**src/tam_pkg.sv**
```systemverilog
// Package: register map, field layouts and types of the attribute trigger block
`default_nettype none
package tam_pkg;
    // Register indices; byte address is four times the index
    localparam int         IDX_W           = 6;
    localparam logic [5:0] IDX_ATTR_TRIG_0 = 6'h06;
    localparam logic [5:0] IDX_ATTR_TRIG_1 = 6'h16;
    localparam logic [5:0] IDX_TRIG_CTRL   = 6'h20;
    localparam logic [5:0] IDX_TRIG_STATUS = 6'h21;
    // Reset values
    localparam logic [15:0] ATTR_TRIG_RESET = 16'h0005;
    localparam logic [1:0]  CTRL_RESET      = 2'h0;
    // Control and status bit positions
    localparam int CTRL_EN0_POS  = 0;
    localparam int CTRL_EN1_POS  = 1;
    localparam int STS_HIT0_POS  = 0;
    localparam int STS_HIT1_POS  = 1;
    localparam int STS_CLS_POS   = 4;
    localparam int STS_LVL_POS   = 8;
    localparam int STS_CNT0_POS  = 16;
    localparam int STS_CNT1_POS  = 24;
    localparam int ATTR_BITS     = 16;
    // Transfer modifier codes
    localparam logic [2:0] TM_LINE_PUSH  = 3'h0;
    localparam logic [2:0] TM_USER_DATA  = 3'h1;
    localparam logic [2:0] TM_USER_CODE  = 3'h2;
    localparam logic [2:0] TM_ICACHE_INV = 3'h3;
    localparam logic [2:0] TM_DCACHE_PSH = 3'h4;
    localparam logic [2:0] TM_SUPER_DATA = 3'h5;
    localparam logic [2:0] TM_TOUCH      = 3'h7;
    localparam logic [2:0] TM_EMU_DATA   = 3'h5;
    localparam logic [2:0] TM_CPU_SPACE  = 3'h0;

    typedef enum logic [1:0] {
        SZ_LONG = 2'h0, SZ_BYTE = 2'h1, SZ_WORD = 2'h2, SZ_RSVD = 2'h3
    } tam_size_t;
    typedef enum logic [1:0] {
        TT_NORMAL = 2'h0, TT_EXT_DMA = 2'h1, TT_EMU = 2'h2, TT_ACK = 2'h3
    } tam_tt_t;
    typedef enum logic [3:0] {
        CLS_RESERVED = 4'h0, CLS_LINE_PUSH = 4'h1, CLS_USER_DATA = 4'h2,
        CLS_USER_CODE = 4'h3, CLS_ICACHE_INV = 4'h4, CLS_DCACHE_PSH = 4'h5,
        CLS_SUPER_DATA = 4'h6, CLS_TOUCH = 4'h7, CLS_EMU_DATA = 4'h8,
        CLS_CPU_SPACE = 4'h9, CLS_INT_ACK = 4'hA
    } tam_cls_t;
    typedef enum logic [1:0] {WB_IDLE = 2'b00, WB_ACK = 2'b01} tam_wb_st_t;

    typedef struct packed {
        logic       rw;
        tam_size_t  size;
        tam_tt_t    tt;
        logic [2:0] tm;
    } tam_attr_t;
    typedef struct packed {
        logic       rw_mask;
        logic [1:0] size_mask;
        logic [1:0] tt_mask;
        logic [2:0] tm_mask;
        tam_attr_t  cmp;
    } tam_cfg_t;
    typedef struct packed {
        tam_cls_t   cls;
        logic [2:0] level;
    } tam_cls_info_t;

    // True when every unmasked bit of a field agrees
    function automatic logic fld_hit(input logic [2:0] a, input logic [2:0] b,
                                     input logic [2:0] m);
        return ((a ^ b) & ~m) == 3'h0;
    endfunction
endpackage
`default_nettype wire

```
**src/tam_attr_cmp.sv**
```systemverilog
// Masked comparison of one programmed attribute set against a bus transfer
`timescale 1ns/10ps
`default_nettype none
module tam_attr_cmp (
    // Programmed attributes and transfer
    input  wire tam_pkg::tam_cfg_t  cfg_i,
    input  wire tam_pkg::tam_attr_t attr_i,
    // Result
    output logic                    hit_o
);
    logic rw_ok;
    logic size_ok;
    logic tt_ok;
    logic tm_ok;

    assign rw_ok   = tam_pkg::fld_hit({2'h0, cfg_i.cmp.rw}, {2'h0, attr_i.rw},
                                      {2'h0, cfg_i.rw_mask}); // see RULE_02 RULE_06
    assign size_ok = tam_pkg::fld_hit({1'b0, cfg_i.cmp.size}, {1'b0, attr_i.size},
                                      {1'b0, cfg_i.size_mask}); // see RULE_03 RULE_07
    assign tt_ok   = tam_pkg::fld_hit({1'b0, cfg_i.cmp.tt}, {1'b0, attr_i.tt},
                                      {1'b0, cfg_i.tt_mask}); // see RULE_04 RULE_08
    assign tm_ok   = tam_pkg::fld_hit(cfg_i.cmp.tm, attr_i.tm,
                                      cfg_i.tm_mask); // see RULE_05 RULE_10
    assign hit_o   = rw_ok & size_ok & tt_ok & tm_ok; // see RULE_16
endmodule
`default_nettype wire

```
**src/tam_cls_dec.sv**
```systemverilog
// Classifies a transfer from its type and modifier codes
`timescale 1ns/10ps
`default_nettype none
module tam_cls_dec (
    // Transfer
    input  wire tam_pkg::tam_attr_t     attr_i,
    // Class and interrupt level
    output tam_pkg::tam_cls_info_t      info_o
);
    always_comb
    begin
        info_o.cls   = tam_pkg::CLS_RESERVED;
        info_o.level = 3'h0;
        case (attr_i.tt) // see RULE_10
            tam_pkg::TT_NORMAL:
            begin
                case (attr_i.tm) // see RULE_11
                    tam_pkg::TM_LINE_PUSH:  info_o.cls = tam_pkg::CLS_LINE_PUSH;
                    tam_pkg::TM_USER_DATA:  info_o.cls = tam_pkg::CLS_USER_DATA;
                    tam_pkg::TM_USER_CODE:  info_o.cls = tam_pkg::CLS_USER_CODE;
                    tam_pkg::TM_ICACHE_INV: info_o.cls = tam_pkg::CLS_ICACHE_INV;
                    tam_pkg::TM_DCACHE_PSH: info_o.cls = tam_pkg::CLS_DCACHE_PSH;
                    tam_pkg::TM_SUPER_DATA: info_o.cls = tam_pkg::CLS_SUPER_DATA;
                    tam_pkg::TM_TOUCH:      info_o.cls = tam_pkg::CLS_TOUCH;
                    default:                info_o.cls = tam_pkg::CLS_RESERVED;
                endcase
            end
            tam_pkg::TT_EMU:
            begin
                if (attr_i.tm == tam_pkg::TM_EMU_DATA) // see RULE_12
                    info_o.cls = tam_pkg::CLS_EMU_DATA;
            end
            tam_pkg::TT_ACK:
            begin
                if (attr_i.tm == tam_pkg::TM_CPU_SPACE) // see RULE_13
                    info_o.cls = tam_pkg::CLS_CPU_SPACE;
                else
                begin
                    info_o.cls   = tam_pkg::CLS_INT_ACK;
                    info_o.level = attr_i.tm;
                end
            end
            default: info_o.cls = tam_pkg::CLS_RESERVED;
        endcase
    end
endmodule
`default_nettype wire

```
**src/tam_trig_match.sv**
```systemverilog
// Two attribute trigger comparators with their Wishbone register file
//
// How it works
// RULE_01 - Both registers compare every bus transfer; control enables gate each result.
// RULE_02 - Direction mask bit 15 removes the read/write bit from the comparison.
// RULE_03 - Size mask bits 14-13 remove matching size bits from the comparison.
// RULE_04 - Type mask bits 12-11 remove matching transfer type bits.
// RULE_05 - Modifier mask bits 10-8 remove matching modifier bits.
// RULE_06 - Direction bit 7 is compared with the bus read/write signal.
// RULE_07 - Size bits 6-5 compared with bus size: 00 long, 01 byte, 10 word.
// RULE_08 - Type bits 4-3: 00 normal, 10 emulator, 11 acknowledge or CPU space.
// RULE_09 - Type field also drives debug-port commands; code 01 means external/DMA access.
// RULE_10 - Modifier meaning depends on the transfer type field.
// RULE_11 - Normal modifiers: push, user data/code, invalidate, push, supervisor, touch.
// RULE_12 - Emulator modifiers up to 100 reserved; 101 is emulator data access.
// RULE_13 - Acknowledge modifier 000 is CPU space; 001-111 interrupt acknowledge 1-7.
// RULE_14 - Modifier field also drives the debug-port command modifier.
// RULE_15 - Registers are whole 32-bit words; unused upper bits are ignored.
// RULE_16 - Match only when all unmasked bits agree, once per transfer.
`timescale 1ns/10ps
`default_nettype none
module tam_trig_match #(
    parameter int CNT_W = 8
) (
    // Clock, reset, enable
    input  wire logic                   clk_i,
    input  wire logic                   rst_i,
    input  wire logic                   ce_i,
    // Wishbone slave
    input  wire logic                   wb_cyc_i,
    input  wire logic                   wb_stb_i,
    input  wire logic                   wb_we_i,
    input  wire logic [7:0]             wb_adr_i,
    input  wire logic [3:0]             wb_sel_i,
    input  wire logic [31:0]            wb_dat_i,
    output logic [31:0]                 wb_dat_o,
    output logic                        wb_ack_o,
    // Local bus transfer attributes
    input  wire logic                   bus_valid_i,
    input  wire tam_pkg::tam_attr_t     bus_attr_i,
    // Trigger results
    output logic [1:0]                  match_o,
    output tam_pkg::tam_cls_info_t      match_cls_o,
    // Debug-port memory command attributes
    output tam_pkg::tam_attr_t          dbg_cmd_attr_o,
    output logic                        dbg_ext_dma_o
);
    typedef struct packed {
        tam_pkg::tam_wb_st_t    st;
        logic [31:0]            rdata;
        tam_pkg::tam_cfg_t      cfg0;
        tam_pkg::tam_cfg_t      cfg1;
        logic [1:0]             en;
        logic [1:0]             sticky;
        logic [1:0]             match;
        tam_pkg::tam_cls_info_t last;
        logic [CNT_W-1:0]       cnt0;
        logic [CNT_W-1:0]       cnt1;
    } tam_state_t;

    localparam tam_state_t ST_RESET = '{
        st:     tam_pkg::WB_IDLE,
        rdata:  32'h0000_0000,
        cfg0:   tam_pkg::tam_cfg_t'(tam_pkg::ATTR_TRIG_RESET),
        cfg1:   tam_pkg::tam_cfg_t'(tam_pkg::ATTR_TRIG_RESET),
        en:     tam_pkg::CTRL_RESET,
        sticky: 2'h0,
        match:  2'h0,
        last:   tam_pkg::tam_cls_info_t'(7'h00),
        cnt0:   '0,
        cnt1:   '0
    };

    tam_state_t             s_q;
    tam_state_t             s_d;
    logic                   hit0;
    logic                   hit1;
    tam_pkg::tam_cls_info_t cls_now;
    logic [1:0]             evt;
    logic [31:0]            rd_word;
    logic [5:0]             idx;
    logic                   wr_stb;

    function automatic logic [CNT_W-1:0] sat_inc(input logic [CNT_W-1:0] c);
        return (&c) ? c : c + {{(CNT_W-1){1'b0}}, 1'b1};
    endfunction

    tam_attr_cmp u_cmp0 (
        .cfg_i  (s_q.cfg0),
        .attr_i (bus_attr_i),
        .hit_o  (hit0)
    );

    tam_attr_cmp u_cmp1 (
        .cfg_i  (s_q.cfg1),
        .attr_i (bus_attr_i),
        .hit_o  (hit1)
    );

    tam_cls_dec u_dec (
        .attr_i (bus_attr_i),
        .info_o (cls_now)
    );

    assign idx    = wb_adr_i[7:2];
    // Writes land at the edge where ack is seen; partial words are dropped
    assign wr_stb = ce_i && (s_q.st == tam_pkg::WB_ACK) && wb_cyc_i && wb_stb_i
                    && wb_we_i && (wb_sel_i == 4'hF); // see RULE_15
    // One evaluation per transfer strobe, gated by the enables
    assign evt    = bus_valid_i ? ({hit1, hit0} & s_q.en) : 2'h0; // see RULE_01 RULE_16

    always_comb
    begin
        s_d     = s_q;
        rd_word = 32'h0000_0000;
        case (idx)
            tam_pkg::IDX_ATTR_TRIG_0: rd_word[15:0] = s_q.cfg0;
            tam_pkg::IDX_ATTR_TRIG_1: rd_word[15:0] = s_q.cfg1;
            tam_pkg::IDX_TRIG_CTRL:   rd_word[1:0]  = s_q.en;
            tam_pkg::IDX_TRIG_STATUS:
            begin
                rd_word[tam_pkg::STS_HIT0_POS]      = s_q.sticky[0];
                rd_word[tam_pkg::STS_HIT1_POS]      = s_q.sticky[1];
                rd_word[tam_pkg::STS_CLS_POS +: 4]  = s_q.last.cls;
                rd_word[tam_pkg::STS_LVL_POS +: 3]  = s_q.last.level;
                rd_word[tam_pkg::STS_CNT0_POS +: 8] = s_q.cnt0[7:0];
                rd_word[tam_pkg::STS_CNT1_POS +: 8] = s_q.cnt1[7:0];
            end
            default: rd_word = 32'h0000_0000;
        endcase

        case (s_q.st)
            tam_pkg::WB_IDLE:
            begin
                if (wb_cyc_i && wb_stb_i)
                begin
                    s_d.st    = tam_pkg::WB_ACK;
                    s_d.rdata = rd_word;
                end
            end
            tam_pkg::WB_ACK:
            begin
                s_d.st = tam_pkg::WB_IDLE;
            end
            default: s_d.st = tam_pkg::WB_IDLE;
        endcase

        if (wr_stb)
        begin
            case (idx)
                tam_pkg::IDX_ATTR_TRIG_0:
                    s_d.cfg0 = tam_pkg::tam_cfg_t'(wb_dat_i[15:0]); // see RULE_15
                tam_pkg::IDX_ATTR_TRIG_1:
                    s_d.cfg1 = tam_pkg::tam_cfg_t'(wb_dat_i[15:0]); // see RULE_15
                tam_pkg::IDX_TRIG_CTRL:
                begin
                    s_d.en[0] = wb_dat_i[tam_pkg::CTRL_EN0_POS]; // see RULE_01
                    s_d.en[1] = wb_dat_i[tam_pkg::CTRL_EN1_POS];
                end
                tam_pkg::IDX_TRIG_STATUS:
                begin
                    // Write one to clear a flag and its counter
                    if (wb_dat_i[tam_pkg::STS_HIT0_POS])
                    begin
                        s_d.sticky[0] = 1'b0;
                        s_d.cnt0      = '0;
                    end
                    if (wb_dat_i[tam_pkg::STS_HIT1_POS])
                    begin
                        s_d.sticky[1] = 1'b0;
                        s_d.cnt1      = '0;
                    end
                end
                default: s_d.en = s_q.en;
            endcase
        end

        // Events are applied after clears so a same-cycle set wins
        s_d.match = evt;
        if (evt[0])
        begin
            s_d.sticky[0] = 1'b1;
            s_d.cnt0      = sat_inc(s_d.cnt0);
        end
        if (evt[1])
        begin
            s_d.sticky[1] = 1'b1;
            s_d.cnt1      = sat_inc(s_d.cnt1);
        end
        if (|evt)
            s_d.last = cls_now; // see RULE_10
    end

    always_ff @(posedge clk_i)
    begin
        if (rst_i)
            s_q <= ST_RESET;
        else if (ce_i)
            s_q <= s_d;
    end

    assign wb_ack_o       = ce_i && (s_q.st == tam_pkg::WB_ACK);
    assign wb_dat_o       = s_q.rdata;
    assign match_o        = s_q.match;
    assign match_cls_o    = s_q.last;
    assign dbg_cmd_attr_o = s_q.cfg0.cmp; // see RULE_09 RULE_14
    assign dbg_ext_dma_o  = (s_q.cfg0.cmp.tt == tam_pkg::TT_EXT_DMA); // see RULE_09

    // Checks on the comparator, decoder and register file
    logic [7:0] diff0;
    logic [7:0] msk0;
    logic       take0;
    logic       full0;
    assign diff0 = s_q.cfg0.cmp ^ bus_attr_i;
    assign msk0  = s_q.cfg0[15:8];
    assign take0 = ce_i && bus_valid_i && s_q.en[0];
    assign full0 = take0 && ((diff0 & ~msk0) == 8'h00);
endmodule
`default_nettype wire

```
**config.mk**
```make
export PLATFORM = sky130hd
export DESIGN_NAME = tam_trig_match
export DESIGN_NICKNAME = d
export VERILOG_FILES = /design/src/tam_pkg.sv /design/src/tam_attr_cmp.sv /design/src/tam_cls_dec.sv /design/src/tam_trig_match.sv
export SDC_FILE = /design/constraint.sdc
export NUM_CORES = 1
export LEC_CHECK = 0
export BUFFER_PORTS_ARGS = -buffer_cell sky130_fd_sc_hd__buf_4
export CAP_MARGIN = 20
export CORE_MARGIN = 5
export CORE_UTILIZATION = 40
export CTS_CLUSTER_DIAMETER = 80
export DETAILED_ROUTE_END_ITERATION = 6
export GPL_TIMING_DRIVEN = 0
export SYNTH_ARGS = -nofsm -noshare
export SYNTH_HDL_FRONTEND = slang
export SYNTH_SLANG_ARGS = --single-unit
```
**constraint.sdc**
```tcl
create_clock -name clk_i -period 2.37 [get_ports clk_i]
set_input_delay 0.237 -clock clk_i [delete_from_list [all_inputs] [get_ports clk_i]]
set_output_delay 0.237 -clock clk_i [all_outputs]
set_load 0.005 [all_outputs]
```
==> results.ini, run 1 <==
[run_status]
status=finished, final reports clean

[route]
avgViaCountPerCell=5.30
drc=0
wl_per_cell_um=16.5
ant_nets=0
drt-pass1-iter-count=4
initialDrtViolationCount=250
vias=4340
wirelength_um=13500

[global_route]
grt_antenna_before_repair=0
grt.total_usage_pct=19.3
grt_pass1_vias=4225
grt_overflow=0
grt_max_degree=16
grt_pass1_wl_um=21800

[yosys]
netlist_instances=565
avgSynthCellArea_um2=8.27
seq_area_frac_synth_pct=40.3
ys_types=54
synth_top_area_share_pct=40.3
synth_area_mm2=0.00467
ys_seq_elements=94
synth_edf_count=0
async_flop_share_pct=0
ys.flop_type=dfxtp_1
ys_top_cells_by_count=dfxtp_1, nand2_1, a21oi_1
synth_warnings=0
syn_nets=624
synth.area.top_cells=dfxtp_1, buf_4, nand2_1
synth_top_cell_by_area=dfxtp_1

[flow_run]
maxCapViolCount=0

[timing]
holdWs_ns=0.112
finalCritPeriodShare_pct=92.3
finalHoldViolations=0
setup_viol=0
timing.slew.headroom_pct=51.7
period_needed_ns=2.19
finClkSkew_ns=0.00780
tns_ns=0
fmax_ghz=0.457
worst_pin_slew_ns=0.721
slew_viol_final=0
rsz0062_at_grt=no

[layout]
area_delta_synth_final_pct=26.4
utilization_pct=51.7
layout.nets=730
fillCellCount=1133
antenna_cells=0
drive_gt1_share_pct=28.8
stdcell_area_mm2=0.00590

[setup_path]
startpoint_type=input pin
end_kind=flip-flop
crit_chain=buf_4, clkbuf_1, buf_1, nand3_1, clkbuf_1, nand2_1, a21oi_1
max_stage_delay_ns=0.61
timing.critical_path.mode_cell=clkbuf_1
path_max_fanout=10
cp.arrival_ns=2.40
crit_buf_inv=4
critPathRequiredTime_ns=2.58
cp_top_family=buffers and inverters
crit_type=input pin to flip-flop
crit_slowest_cell=buf_1

[die]
die-area_mm2=0.0139
io_pins=110
start_util_pct=40.9
die_h_um=118
core.rowCount=39
core_area_mm2=0.0114
die_w_um=118

[power]
vdd_ir_drop_max_uv=313
swShare_pct=22.0
pwr-share-clk_pct=46.6
powerDensity_mw_per_mm2=581
switchingPower_uw=754
power.total_uw=3430
cellLeakagePower_uw=0.00236
seq_power_share_pct=46.4
comb_power_share_pct=7.0
p_int_uw=2680

[hold_path]
holdCritPathClass=input pin to flip-flop

[placement]
gp_routability_congestion=0.903
dpl-instance-area_mm2=0.00550
port_buffers=87
place_hpwl_um=10200

[clock_tree]
ctsHoldBuffers=0
cts_tree=done
cts-root-buf=clkbuf_16
clk_latency_ns=0.35
clk_pin_slew_ns=0.07
clock-sinks=94
clockBufferDepth=2
numCtsBuffers=9
cts_htree_levels=3

per-layer routing:
metal / global-route usage (%) / vias to the layer above / part of all wire [%]
li1: - / 2134 / -
met1: 25.0 / 2046 / 44
met2: 31.8 / 136 / 49
met3: 2.98 / 24 / 4.9
met4: 7.96 / 0 / 2.3
met5: 0 / - / 0
worst min-delay path, cell delays in order:
cell and delay [ns]:
buf_4 0.09, nand2_1 0.04, nand3b_1 0.06
sequential cells by signal, summed over array words and instances, names as in the netlist:
register,flops
s_q,37
match_o,2
msk0,8
dbg_cmd_attr_o,8
match_cls_o,7
wb_dat_o,32
through the flow:
| step | instances | setup slack (ns) |
|---|---|---|
| after floorplan | 565 | 0.463 |
| after global placement | 795 | -0.150 |
| after detailed placement | 795 | -0.239 |
| after CTS | 811 | 0.107 |
| after global routing | 819 | 0.0328 |
| final | 819 | 0.181 |
cell type report:
cell class                      count  area [um2]  area share [%]
Multi-Input combinational cell    380        2250            38.1
Timing Repair Buffer               95         713            12.1
Sequential cell                    94        1880            31.9
Clock inverter                      5        81.3            1.38
Clock buffer                       11         253            4.28
Inverter                            7        26.3           0.445
Buffer                             84         522            8.84
Tap cell                          143         179            3.03
logic make-up (layout without fill, tap and decap cells):
logic type / count (synthesis) / after routing / synth area share [%]
AOI/OAI and AO/OA: 113 / 113 / 14.7
and+or+nand+nor: 226 / 226 / 24.2
muxes: 25 / 25 / 5.76
buffers and inverters: 91 / 202 / 11.7
xor gates and xnor gates: 16 / 16 / 3.32
DFF: 94 / 94 / 40.3
path summary, 6_finish.rpt:
kind                          start      endpoint  slack [ns]  cells past startpoint
hold / removal          wb_dat_i[2]       s_q[31]        0.11                      3
hold reg to reg        wb_dat_o[23]  wb_dat_o[23]        0.45                      2
setup / recovery        wb_adr_i[6]       s_q[37]        0.18                      7
setup reg to reg  dbg_cmd_attr_o[3]       s_q[12]        0.18                      6
what timing repair did:
| item | 4_1_cts | 5_1_grt |
|---|---|---|
| setup buffers | 0 | 7 |
| gates resized for setup | 0 | 1 |
| endpoints found under the setup margin | 0 | 8 |
power by group through the flow:
stage	Sequential (uW)	Clock (uW)	Combinational (uW)
floorplan	1630	0	121
detailed placement	1630	0	237
CTS	1590	1620	238
global placement	1630	0	235
global route	1590	1690	259
finish	1590	1600	239
cells in the final DEF, fill, tap and decap left out, types with 2 or more instances in the layout:
| cell | Yosys | layout |
|---|---|---|
| and4_1 | 4 | 4 |
| buf_2 | 6 | 6 |
| buf_1 | 2 | 2 |
| mux2_2 | 15 | 15 |
| inv_1 | 7 | 7 |
| nand2b_1 | 10 | 10 |
| buf_6 | 2 | 2 |
| o22ai_1 | 4 | 4 |
| nand2_1 | 94 | 94 |
| and2_1 | 3 | 3 |
| nor3_1 | 14 | 14 |
| nand3_1 | 24 | 24 |
| o21ai_0 | 6 | 6 |
| nand3b_1 | 5 | 5 |
| or2_2 | 2 | 2 |
| nand4b_1 | 3 | 3 |
| a31oi_1 | 4 | 4 |
| clkbuf_8 | 0 | 2 |
| o21bai_1 | 2 | 2 |
| xnor2_1 | 11 | 11 |
| mux2i_1 | 10 | 10 |
| a211oi_1 | 4 | 4 |
| a22oi_1 | 7 | 7 |
| nand4_1 | 7 | 7 |
| and3_1 | 3 | 3 |
| buf_4 | 49 | 143 |
| xor2_1 | 3 | 3 |
| nor2b_1 | 5 | 5 |
| dfxtp_1 | 94 | 94 |
| xnor2_2 | 2 | 2 |
| or4_1 | 5 | 5 |
| nor2_1 | 30 | 30 |
| or3_1 | 7 | 7 |
| o31ai_1 | 4 | 4 |
| a21oi_1 | 65 | 65 |
| nor3b_4 | 1 | 2 |
| clkbuf_16 | 0 | 9 |
| clkbuf_1 | 25 | 25 |
| a221oi_1 | 9 | 9 |
| bufinv_16 | 0 | 2 |
Power figures use the tool's default switching activity.
==> run 2: changes to the inputs <==
--- a/config.mk
+++ b/config.mk
@@ -7,6 +7,7 @@
 export LEC_CHECK = 0
 export BUFFER_PORTS_ARGS = -buffer_cell sky130_fd_sc_hd__buf_4
 export CAP_MARGIN = 20
+export CORE_ASPECT_RATIO = 0.8
 export CORE_MARGIN = 5
 export CORE_UTILIZATION = 40
 export CTS_CLUSTER_DIAMETER = 80
==> run 2 against run 1 <==
Net effect:
- critical path depth decreased by 1
- final area down 0.85%
- count of clock-buffer cells in the layout is the same
- clock power barely moved
- maximum frequency decreased by 1.9%
- wire length rose by 2.6%
- global-route usage rose by 0.89 points
- die area hardly changed
- core utilization decreased by 0.68 points
- sequential power hardly changed
==> results.ini, run 2 (same netlist as run 1, synthesis figures left out) <==
[power]
pwr-share-clk_pct=46.5
p_int_uw=2670
comb_power_share_pct=7.0
seq_power_share_pct=46.5
switchingPower_uw=758
cellLeakagePower_uw=0.00234
swShare_pct=22.1
vdd_ir_drop_max_uv=393
powerDensity_mw_per_mm2=585

[setup_path]
regToRegSetupSlack_ns=0.14
reg2reg_from=s_q[36]
end_kind=flip-flop
crit_path_start=s_q[36]
critPathRequiredTime_ns=2.61
startpoint_type=flip-flop
r2r_cells=6
crit_path_end=match_cls_o[3]
cp.arrival_ns=2.47
path_max_fanout=10
crit_type=flip-flop to flip-flop
worstReg2RegEnd=match_cls_o[3]

[route]
drc=0
wl_per_cell_um=17.0
avgViaCountPerCell=5.31
wirelength_um=13900
drt-pass1-iter-count=5
ant_nets=0
vias=4340
initialDrtViolationCount=326

[placement]
place_hpwl_um=10400
place_ws_ns=-0.191
dpl-instance-area_mm2=0.00552
dp_cells=801
gp_routability_congestion=0.844
port_buffers=87

[global_route]
grt_pass1_wl_um=21800
grt_antenna_before_repair=0
grt_overflow=0
grt_max_degree=15
grt.total_usage_pct=20.2
grt_pass1_vias=4146

[clock_tree]
cts_tree=done
clk_latency_ns=0.35
ctsHoldBuffers=0
numCtsBuffers=9
clock-sinks=94
clockBufferDepth=2
clk_pin_slew_ns=0.06
cts-root-buf=clkbuf_16
cts_htree_levels=3

[hold_path]
holdCritPathClass=input pin to flip-flop

[layout]
stdcell_area_mm2=0.00585
antenna_cells=0
layout.nets=724
layout.cells.non_filler=817
final_common_cell=buf_4
drive_gt1_share_pct=28.4
layout_common_cells=buf_4, nand2_1, dfxtp_1
largest-register=s_q
area_delta_synth_final_pct=25.3
largest_reg_flops=37

[die]
io_pins=110
die-area_mm2=0.0140
die_h_um=107
core_area_mm2=0.0115
core.rowCount=35
start_util_pct=40.7
die_w_um=131

[timing]
fmax_ghz=0.448
finClkSkew_ns=0.00431
finalCritPeriodShare_pct=94.1
period_needed_ns=2.23
fin_ws_ns=0.139
finalHoldViolations=0
setup_viol=0
worst_pin_slew_ns=0.756
rsz0062_at_grt=no
slew_viol_final=0
timing.slew.headroom_pct=49.2
tns_ns=0

[run_status]
status=finished, final reports clean

[flow_run]
maxCapViolCount=0

==> run 2: metrics by stage <==
stage	util [%]	hold WS (ns)	total power [uW]
final	51.0	0.115	3430
after global routing	51.0	0.123	3520
after CTS	50.9	0.107	3440
after detailed placement	48.1	0.451	1870
after global placement	48.0	0.444	1860
after floorplan	-	0.358	1750
==> run 2: how the worst min path moves through the flow <==
stage / cells past startpoint / slack [ns] / end / from
floorplan: 2 / 0.36 / dbg_cmd_attr_o[0] / wb_dat_i[0]
global placement: 2 / 0.44 / wb_dat_o[16] / wb_dat_o[16]
detailed placement: 2 / 0.45 / wb_dat_o[23] / wb_dat_o[23]
CTS: 3 / 0.11 / s_q[31] / wb_dat_i[2]
global route: 3 / 0.12 / s_q[31] / wb_dat_i[2]
finish: 3 / 0.12 / s_q[31] / wb_dat_i[2]
==> run 2: worst max-delay path: stages, from the launching register on <==
cell and delay, ns:
dfxtp_1 0.33, xor2_1 0.16, a222oi_1 0.32, buf_4 0.19, clkbuf_1 0.41, a22oi_2 0.34, mux2_2 0.36
==> run 2: power groups by stage <==
stage	clock network [uW]	registers [uW]	logic (uW)
after floorplan	0	1630	121
after global placement	0	1630	234
after detailed placement	0	1630	238
after CTS	1610	1590	239
after global routing	1670	1590	260
final	1590	1590	241
==> run 2: what timing repair did <==
action / 4_1_cts / 5_1_grt
endpoints found under the setup margin: 1 / 14
buffers inserted: 0 / 1
pin swaps: 1 / 1
resized for setup: 0 / 4
==> run 2: cell type report <==
cell class              count  area [um2]
inverters                   7        26.3
clock inverters             4        70.1
fillers                  1122        5620
plain buffers              84         524
flip-flops and latches     94        1880
clock buffers              11         253
well taps                 148         185
multi-input cells         380        2250
repair buffers             89         666
==> run 2: metal layers <==
layer | up-vias | global-route usage, % | wire, um
met5 | - | 0 | 0
met4 | 0 | 5.51 | 228
met3 | 25 | 4.03 | 926
met2 | 147 | 29.8 | 5950
met1 | 2041 | 29.8 | 6760
li1 | 2127 | - | -
==> run 3: changes to the inputs <==
--- a/config.mk
+++ b/config.mk
@@ -5,7 +5,7 @@
 export SDC_FILE = /design/constraint.sdc
 export NUM_CORES = 1
 export LEC_CHECK = 0
-export BUFFER_PORTS_ARGS = -buffer_cell sky130_fd_sc_hd__buf_4
+export BUFFER_PORTS_ARGS = -buffer_cell sky130_fd_sc_hd__buf_2
 export CAP_MARGIN = 20
 export CORE_ASPECT_RATIO = 0.8
 export CORE_MARGIN = 5
==> run 3 against run 2 <==
Net effect:
- count of clock-buffer cells in the layout is 1 higher
- maximum frequency is 3.9% higher
- register-to-register slack better by 0.08 ns
- clock skew is 0.00057 ns higher
- global-route usage is 0.47 points lower
- largest cell class unchanged
- core utilization is 2.3 points lower
- worst hold slack better by 0.0082 ns
- setup slack better by 0.083 ns
- critical endpoint unchanged
==> results.ini, run 3 (same netlist as run 1, synthesis figures left out) <==
[run_status]
status=finished, final reports clean

[clock_tree]
clk_latency_ns=0.34
clk_pin_slew_ns=0.06
cts_htree_levels=3
clockBufferDepth=2
cts_tree=done
numCtsBuffers=9
cts-root-buf=clkbuf_16
clock-sinks=94

[timing]
fmax_ghz=0.465
timing.slew.headroom_pct=51.6
setup_viol=0
period_needed_ns=2.15
finalCritPeriodShare_pct=90.6
worst_pin_slew_ns=0.721
slew_viol_final=0
finalHoldViolations=0
finClkSkew_ns=0.00488
rsz0062_at_grt=no

[placement]
port_buffers=87
place_hpwl_um=10200
gp_routability_congestion=0.822

[setup_path]
crit_buf_inv=0
regToRegSetupSlack_ns=0.22
crit_chain=xnor2_1, o221ai_1, nor2_1, a22oi_2, mux2_2
cp.arrival_ns=2.38
cp_top_family=compound AO/OA/AOI/OAI gates
end_kind=flip-flop
crit_type=flip-flop to flip-flop
startpoint_type=flip-flop
path_max_fanout=7
crit_slowest_cell=a22oi_2
max_stage_delay_ns=0.51
critPathRequiredTime_ns=2.60

[global_route]
grt_antenna_before_repair=0
grt_max_degree=14
grt_overflow=0
grt_pass1_vias=4017
grt.total_usage_pct=19.7
grt_pass1_wl_um=21400

[die]
die-area_mm2=0.0140
core.rowCount=35
start_util_pct=40.7
io_pins=110
die_h_um=107
die_w_um=131
core_area_mm2=0.0115

[route]
initialDrtViolationCount=299
ant_nets=0
wl_per_cell_um=16.6
avgViaCountPerCell=5.25
vias=4293
drt-pass1-iter-count=5
wirelength_um=13600
drc=0

[layout]
area_delta_synth_final_pct=19.7
largest-register=s_q
fillCellCount=1153
antenna_cells=0
largest_reg_flops=37
layout_common_cells=nand2_1, buf_2, dfxtp_1
seqCellArea_mm2=0.00188
drive_gt1_share_pct=28.0
multi_input_area_mm2=0.00225
layout.nets=725
utilization_pct=48.7

[hold_path]
holdCritPathClass=input pin to flip-flop

[power]
power.total_uw=3200
powerDensity_mw_per_mm2=573
vdd_ir_drop_max_uv=370
cellLeakagePower_uw=0.00229

[flow_run]
maxCapViolCount=0

==> run 3: cell types whose count changed in the layout (fill, tap and decap cells not counted), sizes merged <==
| cell | previous run | this run |
|---|---|---|
| bufinv | 2 | 1 |
| clkinv | 2 | 1 |
| buf | 147 | 148 |
| clkbuf | 37 | 38 |
==> run 3: where the power goes <==
part	internal (uW)	switching (uW)	leakage, uW
clock	806	586	0.000132
combinational	86.8	132	0.00140
sequential	1590	5.22	0.000758
==> run 3: per-layer routing <==
layer,global-route usage (%),wire (um),up-vias
met3,3.78,764,9
li1,-,-,2127
met5,0,0,-
met1,29.2,6740,2029
met2,29.3,5930,128
met4,4.77,139,0
==> run 3: final timing paths <==
path                          start                 to  cells past startpoint
hold reg to reg        wb_dat_o[22]       wb_dat_o[22]                      2
hold / removal          wb_dat_i[2]  dbg_cmd_attr_o[2]                      3
setup reg to reg  dbg_cmd_attr_o[3]     match_cls_o[3]                      5
setup / recovery  dbg_cmd_attr_o[3]     match_cls_o[3]                      5
==> run 3: cell type report <==
class / count / area share, %
sequential: 94 / 33.6
inverter: 7 / 0.470
multi-input combinational: 380 / 40.2
clock inverter: 2 / 0.626
tap: 148 / 3.31
buffer: 84 / 9.37
timing repair buffer: 90 / 8.14
clock buffer: 12 / 4.23
==> run 3: what timing repair did <==
item | 4_1_cts | 5_1_grt
setup endpoints to repair | 0 | 16
resized for setup | 0 | 4
setup buffers | 0 | 2
hold buffers | 0 | 0
==> run 3: metrics by stage <==
step / cell area (um2) / TNS (ns) / setup slack (ns) / instances / hold slack (ns)
floorplan: 4670 / 0 / 0.463 / 565 / 0.358
global placement: 5290 / -4.97 / -0.259 / 800 / 0.445
detailed placement: 5300 / -1.90 / -0.196 / 801 / 0.449
CTS: 5570 / 0 / 0.0795 / 815 / 0.120
global route: 5590 / 0 / 0.0447 / 817 / 0.127
finish: 5590 / 0 / 0.222 / 817 / 0.123
==> run 3: worst register-to-register path: cells and delay by family, from the launching register on <==
kind             cells  cell delay (ns)
AO/OA/AOI/OAI        2             0.90
flip-flops           1             0.41
AND/OR/NAND/NOR      1             0.18
multiplexers         1             0.40
XOR/XNOR             1             0.14
